==> src/pkg/shu_pkg.sv <==
// Constants for the serially hosted UART control block: frame layout,
// command codes, field positions, reset values and receive FIFO shape.
// Assumes a 16-bit mode-0 serial host and a separate async serial engine.
package shu_pkg;

	// ==========================================================
	// Frame
	localparam int unsigned FRAME_BITS = 16;
	localparam logic [4:0] FRAME_LAST = 5'h10;
	localparam logic [4:0] CMD_READY = 5'h02;
	localparam logic [3:0] BIT_TOP = 4'hf;

	typedef enum logic [1:0] {
		SHU_RD_DATA = 2'h0,
		SHU_RD_CFG = 2'h1,
		SHU_WR_DATA = 2'h2,
		SHU_WR_CFG = 2'h3
	} shu_cmd_t;

	// ==========================================================
	// Field positions inside the 16-bit words
	localparam int unsigned POS_CMD_HI = 15;
	localparam int unsigned POS_CMD_LO = 14;
	localparam int unsigned POS_R = 15;
	localparam int unsigned POS_T = 14;
	localparam int unsigned POS_FEN = 13;
	localparam int unsigned POS_RM = 11;
	localparam int unsigned POS_PM = 10;
	localparam int unsigned POS_RAM = 9;
	localparam int unsigned POS_IR = 8;
	localparam int unsigned POS_L = 6;
	localparam int unsigned POS_PE = 5;
	localparam int unsigned POS_CTS_CFG = 4;
	localparam int unsigned POS_BAUD_HI = 3;
	localparam int unsigned POS_BAUD_LO = 0;
	localparam int unsigned POS_FE = 10;
	localparam int unsigned POS_CTS_DAT = 9;
	localparam int unsigned POS_RTS = 9;
	localparam int unsigned POS_XBIT = 8;
	localparam int unsigned POS_TOP_DATA = 7;

	// ==========================================================
	// Reset values
	localparam logic [3:0] BAUD_RST = 4'h0;
	localparam logic [7:0] WORD_RST = 8'h00;
	localparam logic [15:0] WORD16_ZERO = 16'h0000;
	localparam logic [4:0] CNT_ZERO = 5'h00;

	// ==========================================================
	// Receive FIFO: data word plus its extra bit
	localparam int unsigned FIFO_W = 9;
	localparam int unsigned FIFO_DEPTH = 8;
	localparam int unsigned FIFO_AW = 3;
	localparam logic [FIFO_AW:0] FIFO_FULL = 4'h8;
	localparam logic [FIFO_AW:0] FIFO_ONE = 4'h1;

endpackage : shu_pkg

==> src/shu_rx_fifo.sv <==
// Receive FIFO of the serially hosted UART: eight words, oldest first.
// Assumes push and pop are one-cycle pulses on clk; a limit of one entry
// turns it into the single receive buffer used with the FIFO bypassed.
`timescale 1ns/1ps
`default_nettype none

module shu_rx_fifo
	import shu_pkg::*;
(
	input wire logic clk,
	input wire logic rst_b,
	input wire logic push,
	input wire logic [FIFO_W-1:0] push_word,
	input wire logic pop,
	input wire logic bypass,
	input wire logic flush,
	output logic [FIFO_W-1:0] head_word,
	output logic not_empty
);
	logic [FIFO_W-1:0] mem [FIFO_DEPTH];
	logic [FIFO_AW-1:0] rd_reg;
	logic [FIFO_AW-1:0] wr_reg;
	logic [FIFO_AW:0] cnt_reg;
	wire logic [FIFO_AW:0] limit = bypass ? FIFO_ONE : FIFO_FULL;
	wire logic do_pop = pop && (cnt_reg != '0);
	// Words that arrive while full are dropped, like an overrun, unless a pop frees a slot in the same cycle
	wire logic do_push = push && ((cnt_reg < limit) || do_pop);

	assign head_word = (cnt_reg != '0) ? mem[rd_reg] : '0;
	assign not_empty = (cnt_reg != '0);

	always_ff @(posedge clk) begin
		if (do_push) begin
			mem[wr_reg] <= push_word;
		end
	end

	always_ff @(posedge clk or negedge rst_b) begin
		if (!rst_b) begin
			rd_reg <= '0;
			wr_reg <= '0;
			cnt_reg <= '0;
		end else if (flush) begin
			rd_reg <= '0;
			wr_reg <= '0;
			cnt_reg <= '0;
		end else begin
			rd_reg <= rd_reg + FIFO_AW'(do_pop);
			wr_reg <= wr_reg + FIFO_AW'(do_push);
			cnt_reg <= cnt_reg + (FIFO_AW+1)'(do_push) - (FIFO_AW+1)'(do_pop);
		end
	end

endmodule : shu_rx_fifo

`default_nettype wire

==> src/shu_ctrl.sv <==
// Serially hosted UART control: 16-bit full-duplex frame slave, control
// fields, receive FIFO, flags, interrupt and handshake pins.
// Assumes host pins are asynchronous to clk (sclk period well above 4 clk)
// and the async serial engine runs on clk with pulse handshakes.
//
// Behaviour
// Every frame moves sixteen bits in and sixteen bits out together.
// First two input bits choose config write, config read, data write, data read.
// Serial input is sampled on each rising serial clock edge.
// Bit 15 appears at select fall; later bits change on falling clock edges.
// Host captures each output bit on the rising serial clock edge.
// Select rising before sixteen bits discards the frame, nothing changes.
// Frame effects are applied at the select rise ending a full frame.
// Each select fall restarts the bit counter for a new frame.
// Four-bit baud select is writable, reads back, resets to zero.
// Clear-to-send reads inverted; zero means pin high; reset leaves it alone.
// Data write carries eight bits; top bit ignored in seven-bit mode.
// Data read returns eight received bits, reset zero, top bit zero in 7-bit mode.
// Active-low FIFO bit: zero uses FIFO, one bypasses; resets zero, readable.
// Infrared timing bit selects infrared bit timing, resets zero, reads back.
// Length bit picks eight or seven bits; extra bit adds one.
// With extra enable, written extra bit is sent unchanged; else ignored.
// With extra enable, received extra bit stored with word; else reads zero.
// Three masks, reset zero, raise interrupt with extra, available, error flags.
// Available flag clears at sixteenth falling clock of data frames when empty.
// Request-to-send bit drives its active-low pin inverted; resets zero.
// Serial output is undriven while select is high; other pins except the interrupt always driven.
// Interrupt pin is active-low open drain, pulling low on unmasked condition.
// Enabled FIFO holds eight words with extra bits, delivered oldest first.
`timescale 1ns/1ps
`default_nettype none

module shu_ctrl
	import shu_pkg::*;
(
	input wire logic clk,
	input wire logic rst_b,
	input wire logic cs_n,
	input wire logic sclk,
	input wire logic din,
	output logic dout_o,
	output logic dout_oe,
	output logic irq_n_o,
	output logic irq_n_oe,
	input wire logic cts_n,
	output logic rts_n,
	output logic [3:0] baud_divisor_select,
	output logic infrared_timing_sel,
	output logic word_len_7,
	output logic extra_bit_enable,
	output logic [7:0] transmit_word_bits,
	output logic tx_extra_bit,
	output logic tx_load,
	input wire logic tx_ready,
	input wire logic rx_valid,
	input wire logic [7:0] receive_word_bits,
	input wire logic rx_extra_bit,
	input wire logic rx_frame_error,
	input wire logic rx_activity
);
	// ==========================================================
	// Pin synchronisers
	logic [3:0] pin_s1_reg;
	logic [3:0] pin_s2_reg;
	logic cs_d_reg;
	logic sclk_d_reg;

	always_ff @(posedge clk or negedge rst_b) begin
		if (!rst_b) begin
			// Clock bit resets low, its idle level, so no false edge follows reset
			pin_s1_reg <= 4'hb;
			pin_s2_reg <= 4'hb;
		end else begin
			pin_s1_reg <= {cs_n, sclk, din, cts_n};
			pin_s2_reg <= pin_s1_reg;
		end
	end

	wire logic cs_s = pin_s2_reg[3];
	wire logic sclk_s = pin_s2_reg[2];
	wire logic din_s = pin_s2_reg[1];
	wire logic cts_bit = ~pin_s2_reg[0];

	always_ff @(posedge clk or negedge rst_b) begin
		if (!rst_b) begin
			cs_d_reg <= 1'b1;
			sclk_d_reg <= 1'b0;
		end else begin
			cs_d_reg <= cs_s;
			sclk_d_reg <= sclk_s;
		end
	end

	wire logic cs_fall = cs_d_reg && !cs_s;
	wire logic cs_rise = !cs_d_reg && cs_s;
	wire logic in_frame = !cs_s;
	wire logic sclk_rise = in_frame && !sclk_d_reg && sclk_s;
	wire logic sclk_fall = in_frame && sclk_d_reg && !sclk_s;

	// ==========================================================
	// Control fields
	logic fifo_disable_n_reg;
	logic rx_available_irq_mask_reg;
	logic extra_bit_irq_mask_reg;
	logic activity_irq_mask_reg;
	logic infrared_reg;
	logic word_len_7_reg;
	logic extra_en_reg;
	logic [3:0] baud_reg;
	logic rts_bit_reg;
	logic fe_reg;

	// ==========================================================
	// Frame counter and shift register
	logic [4:0] cnt_reg;
	logic [4:0] cnt_next;
	logic [15:0] in_sh_reg;
	shu_cmd_t cmd_reg;
	logic [3:0] idx_reg;
	logic [FIFO_W-1:0] head_snap_reg;

	assign cnt_next = cnt_reg + 5'h01;

	always_ff @(posedge clk or negedge rst_b) begin
		if (!rst_b) begin
			cnt_reg <= CNT_ZERO;
			in_sh_reg <= WORD16_ZERO;
		end else if (cs_fall) begin
			cnt_reg <= CNT_ZERO;
		end else if (sclk_rise && cnt_reg != FRAME_LAST) begin
			cnt_reg <= cnt_next;
			in_sh_reg <= {in_sh_reg[14:0], din_s};
		end
	end

	// The shift register moves on after two bits, so the command is held here
	wire logic cmd_edge = sclk_rise && !cs_fall && (cnt_next == CMD_READY);

	always_ff @(posedge clk or negedge rst_b) begin
		if (!rst_b) begin
			cmd_reg <= SHU_RD_DATA;
		end else if (cmd_edge) begin
			cmd_reg <= shu_cmd_t'({in_sh_reg[0], din_s});
		end
	end

	wire logic frame_full = (cnt_reg == FRAME_LAST);
	wire logic cmd_known = (cnt_reg >= CMD_READY);
	wire shu_cmd_t cmd_done = shu_cmd_t'(in_sh_reg[POS_CMD_HI:POS_CMD_LO]);
	wire logic is_data_cmd = (cmd_reg == SHU_RD_DATA) || (cmd_reg == SHU_WR_DATA);
	// Abort leaves every field untouched
	wire logic commit = cs_rise && frame_full;
	wire logic wr_cfg = commit && (cmd_done == SHU_WR_CFG);
	wire logic wr_data = commit && (cmd_done == SHU_WR_DATA);

	// ==========================================================
	// Receive FIFO
	logic [FIFO_W-1:0] head_word;
	logic rx_not_empty;
	// Pop as the sixteenth clock falls so the flag drops there when empty
	wire logic rx_pop = sclk_fall && (cnt_reg == FRAME_LAST) && cmd_known
		&& is_data_cmd;
	wire logic [7:0] rx_mask = word_len_7_reg ? 8'h7f : 8'hff;
	wire logic rx_x = extra_en_reg & rx_extra_bit;
	wire logic [FIFO_W-1:0] rx_push_word = {rx_x, receive_word_bits & rx_mask};

	shu_rx_fifo u_fifo (
		.clk(clk),
		.rst_b(rst_b),
		.push(rx_valid),
		.push_word(rx_push_word),
		.pop(rx_pop),
		.bypass(fifo_disable_n_reg),
		.flush(1'b0),
		.head_word(head_word),
		.not_empty(rx_not_empty)
	);

	// ==========================================================
	// Response word
	logic tx_pend_reg;
	wire logic t_flag = !tx_pend_reg;
	wire logic [7:0] rd_byte = head_snap_reg[7:0] & rx_mask;
	wire logic [15:0] resp_cfg = (16'h0001 << POS_FEN) * 16'(fifo_disable_n_reg)
		| (16'h0001 << POS_RM) * 16'(rx_available_irq_mask_reg)
		| (16'h0001 << POS_PM) * 16'(extra_bit_irq_mask_reg)
		| (16'h0001 << POS_RAM) * 16'(activity_irq_mask_reg)
		| (16'h0001 << POS_IR) * 16'(infrared_reg)
		| (16'h0001 << POS_L) * 16'(word_len_7_reg)
		| (16'h0001 << POS_PE) * 16'(extra_en_reg)
		| (16'h0001 << POS_CTS_CFG) * 16'(cts_bit)
		| 16'(baud_reg);
	wire logic [15:0] resp_data = (16'h0001 << POS_FE) * 16'(fe_reg)
		| (16'h0001 << POS_CTS_DAT) * 16'(cts_bit)
		| (16'h0001 << POS_XBIT) * 16'(head_snap_reg[FIFO_W-1])
		| 16'(rd_byte);
	wire logic [15:0] resp_low = (cmd_reg == SHU_RD_CFG) ? resp_cfg : resp_data;
	wire logic [15:0] resp = (16'h0001 << POS_R) * 16'(rx_not_empty)
		| (16'h0001 << POS_T) * 16'(t_flag)
		| (resp_low & 16'h3fff);

	// ==========================================================
	// Serial output
	logic dout_reg;
	logic dout_oe_reg;
	wire logic [3:0] idx_next = idx_reg - 4'h1;

	always_ff @(posedge clk or negedge rst_b) begin
		if (!rst_b) begin
			dout_reg <= 1'b0;
			dout_oe_reg <= 1'b0;
			idx_reg <= BIT_TOP;
			head_snap_reg <= '0;
		end else begin
			dout_oe_reg <= in_frame;
			if (cs_fall) begin
				idx_reg <= BIT_TOP;
				head_snap_reg <= head_word;
				dout_reg <= resp[BIT_TOP];
			end else if (sclk_fall && idx_reg != 4'h0) begin
				idx_reg <= idx_next;
				dout_reg <= resp[idx_next];
			end
		end
	end

	// ==========================================================
	// Configuration commit
	always_ff @(posedge clk or negedge rst_b) begin
		if (!rst_b) begin
			fifo_disable_n_reg <= 1'b0;
			rx_available_irq_mask_reg <= 1'b0;
			extra_bit_irq_mask_reg <= 1'b0;
			activity_irq_mask_reg <= 1'b0;
			infrared_reg <= 1'b0;
			word_len_7_reg <= 1'b0;
			extra_en_reg <= 1'b0;
			baud_reg <= BAUD_RST;
		end else if (wr_cfg) begin
			fifo_disable_n_reg <= in_sh_reg[POS_FEN];
			rx_available_irq_mask_reg <= in_sh_reg[POS_RM];
			extra_bit_irq_mask_reg <= in_sh_reg[POS_PM];
			activity_irq_mask_reg <= in_sh_reg[POS_RAM];
			infrared_reg <= in_sh_reg[POS_IR];
			word_len_7_reg <= in_sh_reg[POS_L];
			extra_en_reg <= in_sh_reg[POS_PE];
			baud_reg <= in_sh_reg[POS_BAUD_HI:POS_BAUD_LO];
		end
	end

	// Error flag: a new error or activity wins over a clear in the same cycle
	wire logic fe_set = rx_frame_error || rx_activity;
	wire logic fe_clr = wr_cfg || (rx_valid && !rx_frame_error);

	always_ff @(posedge clk or negedge rst_b) begin
		if (!rst_b) begin
			fe_reg <= 1'b0;
		end else if (fe_set) begin
			fe_reg <= 1'b1;
		end else if (fe_clr) begin
			fe_reg <= 1'b0;
		end
	end

	// ==========================================================
	// Transmit hand-off and handshake pin
	logic [7:0] tx_word_reg;
	logic tx_extra_reg;
	logic tx_load_reg;
	logic rts_n_reg;
	wire logic [7:0] tx_in = in_sh_reg[7:0] & rx_mask;
	wire logic tx_go = tx_pend_reg && tx_ready && !tx_load_reg;

	always_ff @(posedge clk or negedge rst_b) begin
		if (!rst_b) begin
			tx_pend_reg <= 1'b0;
			tx_word_reg <= WORD_RST;
			tx_extra_reg <= 1'b0;
			tx_load_reg <= 1'b0;
			rts_bit_reg <= 1'b0;
			rts_n_reg <= 1'b1;
		end else begin
			tx_load_reg <= tx_go;
			rts_n_reg <= ~rts_bit_reg;
			if (wr_data) begin
				tx_pend_reg <= 1'b1;
				tx_word_reg <= tx_in;
				tx_extra_reg <= extra_en_reg & in_sh_reg[POS_XBIT];
				rts_bit_reg <= in_sh_reg[POS_RTS];
			end else if (tx_go) begin
				tx_pend_reg <= 1'b0;
			end
		end
	end

	// ==========================================================
	// Interrupt: drive low only, never high
	logic irq_oe_reg;
	logic irq_lvl_reg;
	wire logic irq_cond = (extra_bit_irq_mask_reg && head_word[FIFO_W-1])
		|| (rx_available_irq_mask_reg && rx_not_empty)
		|| (activity_irq_mask_reg && fe_reg);

	always_ff @(posedge clk or negedge rst_b) begin
		if (!rst_b) begin
			irq_oe_reg <= 1'b0;
			irq_lvl_reg <= 1'b0;
		end else begin
			irq_oe_reg <= irq_cond;
			irq_lvl_reg <= 1'b0;
		end
	end

	// ==========================================================
	// Outputs
	assign dout_o = dout_reg;
	assign dout_oe = dout_oe_reg;
	assign irq_n_o = irq_lvl_reg;
	assign irq_n_oe = irq_oe_reg;
	assign rts_n = rts_n_reg;
	assign baud_divisor_select = baud_reg;
	assign infrared_timing_sel = infrared_reg;
	assign word_len_7 = word_len_7_reg;
	assign extra_bit_enable = extra_en_reg;
	assign transmit_word_bits = tx_word_reg;
	assign tx_extra_bit = tx_extra_reg;
	assign tx_load = tx_load_reg;

endmodule : shu_ctrl

`default_nettype wire

==> config.mk <==
export PLATFORM = sky130hd
export DESIGN_NAME = shu_ctrl
export DESIGN_NICKNAME = d
export VERILOG_FILES = /design/src/pkg/shu_pkg.sv /design/src/shu_rx_fifo.sv /design/src/shu_ctrl.sv
export SDC_FILE = /design/constraint.sdc
export NUM_CORES = 1
export LEC_CHECK = 0
export ABC_AREA = 0
export ABC_CLOCK_PERIOD_IN_PS = 3500
export BUFFER_PORTS_ARGS = -buffer_cell sky130_fd_sc_hd__clkbuf_2
export CORE_ASPECT_RATIO = 0.7
export CORE_UTILIZATION = 34
export CTS_CLUSTER_DIAMETER = 120
export DETAILED_ROUTE_END_ITERATION = 7
export GPL_TIMING_DRIVEN = 0
export PLACE_DENSITY = 0.47
export SYNTH_ARGS = -nofsm -noshare
export SYNTH_HDL_FRONTEND = slang
export SYNTH_SLANG_ARGS = --single-unit
export TNS_END_PERCENT = 20
==> constraint.sdc <==
create_clock -name clk -period 3.5 [get_ports clk]
set_input_delay 0.7 -clock clk [delete_from_list [all_inputs] [get_ports clk]]
set_output_delay 0.7 -clock clk [all_outputs]
set_load 0.01 [all_outputs]
==> run metrics <==
area grow syn2layout 17.5%; H-tree lvl count 4; Via density 4.90; flops & latches, synth 156; Register-to-Register Path Depth 8; max reg flops 72; DR DRC count 0; number of synthesized flops with an enable pin 72; critical path type reg -> reg; CP startpoint kind flop; Final Cycle Share 90.2%; Yosys warning total 0; Clk pin slew, worst setup/hold paths 60 ps; unrepaired setup endpoints after global routing false; ys async rst share 53.8%; largest net degree at the start of global routing 63; worst-path maximum fanout 9; status finished, final reports clean; Power Dens Cells 533 mW/mm^2; fin worst setup slack 341 ps; Clock Tree Buf Depth 2; R2R setup slack 340 ps; Critical Path Sink Type flop; M1 GR Usage 21.4%; Num CTS Buffers 17; Synthesized Nets 441; Site Rows 41; Worst R2R End u_fifo.mem[4][0]$_DFFE_PP_; fin. max-slew vios 0; fraction of final layout cells sized beyond drive strength 1 34.7%; I/O pins 41; dpl hpwl 8920 um; hold buffers post-CTS 0; vias in the first global route 3508; Placement Cell Area 0.00695 mm^2; Routed Antenna Nets 0; Total Routing Usage GR 14.5%; initial core utilization 35.2%; Cells after Synth 407; most frequent cells in the layout dfrtp_1, edfxtp_1, mux2_2; Max rail drop VDD 0.296 mV; fmax 0.317 GHz; leak pwr 3.08 nW; Seq/Total Area, Yosys 66.5%; Worst EP required 3530 ps; crit path time final 3160 ps; # nets final 500; CTS root buffer clkbuf_16; max_slew headroom 33.1%; Final Hold Violating Endpoints 0; Hold WS 209 ps; die span in x 166 um; die height 117 um; synthesized area 0.00643 mm^2; area of the die 0.0195 mm^2; met3 GRT Util 3.80%; dpl ws -105 ps; Vias 3506; routability cong. 0.776; Hold Path Class in -> async; top post-synthesis cells by area edfxtp_1, dfrtp_1, mux2_2, mux4_2, dfstp_2; Mean Syn Cell Area 15.8 um^2; CTS tree built; maxcap violations 0; global route overflow 0; initial antenna violation count 0; Final setup viols 0; Ant. Diodes 0; drt pass-1 iters 4; CTS Sinks 156; total power 4.03 mW; GR Util met2 20.3%; DRT iter0 DRCs 229; core area 0.0183 mm^2; synth unique cells 59; Skew-Pair Late Insertion Delay 430 ps; leading area contributor after synthesis edfxtp_1; first-pass GRT wire length 20400 um; reg2reg start cnt_reg[0]$_DFFE_PN0P_; final instance area 0.00756 mm^2; Slew @ Worst Pin 1000 ps; setup TNS 0 ps; Total Routed Length 13000 um; clk_skew 20.2 ps; Port Buffers 39; most used flip-flop cell after synthesis edfxtp_1; top cell type's share of synthesized area 33.6%; Worst EP arrival 3190 ps; Routed wire per std cell 18.2 um; GR peak layer met1
-- final cells by class --
class / instances / area (um^2)
plain buffers: 14 / 83.8
clock buffers: 22 / 485
clock inverters: 10 / 104
fillers: 1657 / 10700
inverters: 22 / 82.6
multi-input cells: 215 / 2000
flip-flops and latches: 156 / 4280
well taps: 236 / 295
repair buffers: 40 / 225
-- synthesized netlist by cell type, types with 2 or more instances --
library cell / count
mux4_2: 18
mux2i_1: 12
nand2b_1: 3
or3b_1: 2
nand2_1: 18
o31ai_1: 3
edfxtp_1: 72
clkbuf_1: 2
nor2_1: 19
o211ai_1: 2
a21oi_1: 11
ha_1: 14
nand3_1: 7
o22ai_1: 2
nor3_2: 2
nor2b_1: 3
o21ai_0: 15
xor2_1: 3
nand3b_1: 2
xnor2_1: 3
a21o_1: 3
dfstp_2: 12
and3_1: 3
mux2_2: 40
a311o_1: 2
inv_1: 22
buf_2: 6
buf_4: 3
nor3_1: 2
dfrtp_1: 72
-- critical path: stages (launching register included) --
cell       delay, ps
dfrtp_1          450
inv_1             90
ha_1             140
nand4bb_1         90
buf_2            200
nor4_2           590
o21a_2           310
nand2b_2         110
nor2_1           780
-- report_power, final --
group / total [mW] / internal (mW) / switching [mW] / leakage, nW
Combinational: 0.190 / 0.0889 / 0.101 / 1.08
Clock: 1.82 / 1.07 / 0.752 / 0.287
Sequential: 2.02 / 1.97 / 0.0473 / 1.72
-- stage by stage --
step	util, %	instances
4_1_cts	41.4	715
3_5_place_dp	38.1	683
6_report	41.4	715
2_1_floorplan	-	407
5_1_grt	41.4	715
3_3_place_gp	37.9	682
-- how the worst max path moves through the flow --
| stage | startpoint | endpoint | slack [ps] |
|---|---|---|---|
| 2_1_floorplan | cnt_reg[0]$_DFFE_PN0P_ | u_fifo.cnt_reg[2]$_DFF_PN0_ | 1100 |
| 5_1_grt | cnt_reg[0]$_DFFE_PN0P_ | u_fifo.mem[4][0]$_DFFE_PP_ | 140 |
| 4_1_cts | cnt_reg[0]$_DFFE_PN0P_ | u_fifo.mem[4][0]$_DFFE_PP_ | 280 |
| 3_3_place_gp | cnt_reg[0]$_DFFE_PN0P_ | u_fifo.mem[4][4]$_DFFE_PP_ | -70 |
| 6_report | cnt_reg[0]$_DFFE_PN0P_ | u_fifo.mem[4][0]$_DFFE_PP_ | 340 |
| 3_5_place_dp | cnt_reg[0]$_DFFE_PN0P_ | u_fifo.mem[3][0]$_DFFE_PP_ | -110 |
-- kinds of logic after synthesis --
logic type | synth area share (%)
other | 0.0583
adder cells (fa/ha/maj) | 3.04
buffers and inverters | 2.59
AND/OR/NAND/NOR | 6.30
AO/OA/AOI/OAI | 5.08
multiplexers | 15.6
XOR/XNOR | 0.817
flip-flops | 66.5
-- metal layers --
layer / share of wire (%) / routed length (um) / up-vias
met2: 43 / 5620 / 44
met4: 1.2 / 151 / 0
li1: - / - / 1638
met1: 53 / 6910 / 1815
met5: 0 / 0 / -
met3: 2.5 / 324 / 9
-- what timing repair did --
item	CTS	global route
resized for setup	5	0
buffers inserted	0	0
endpoints found under the setup margin	62	0
Power figures use the tool's default switching activity.
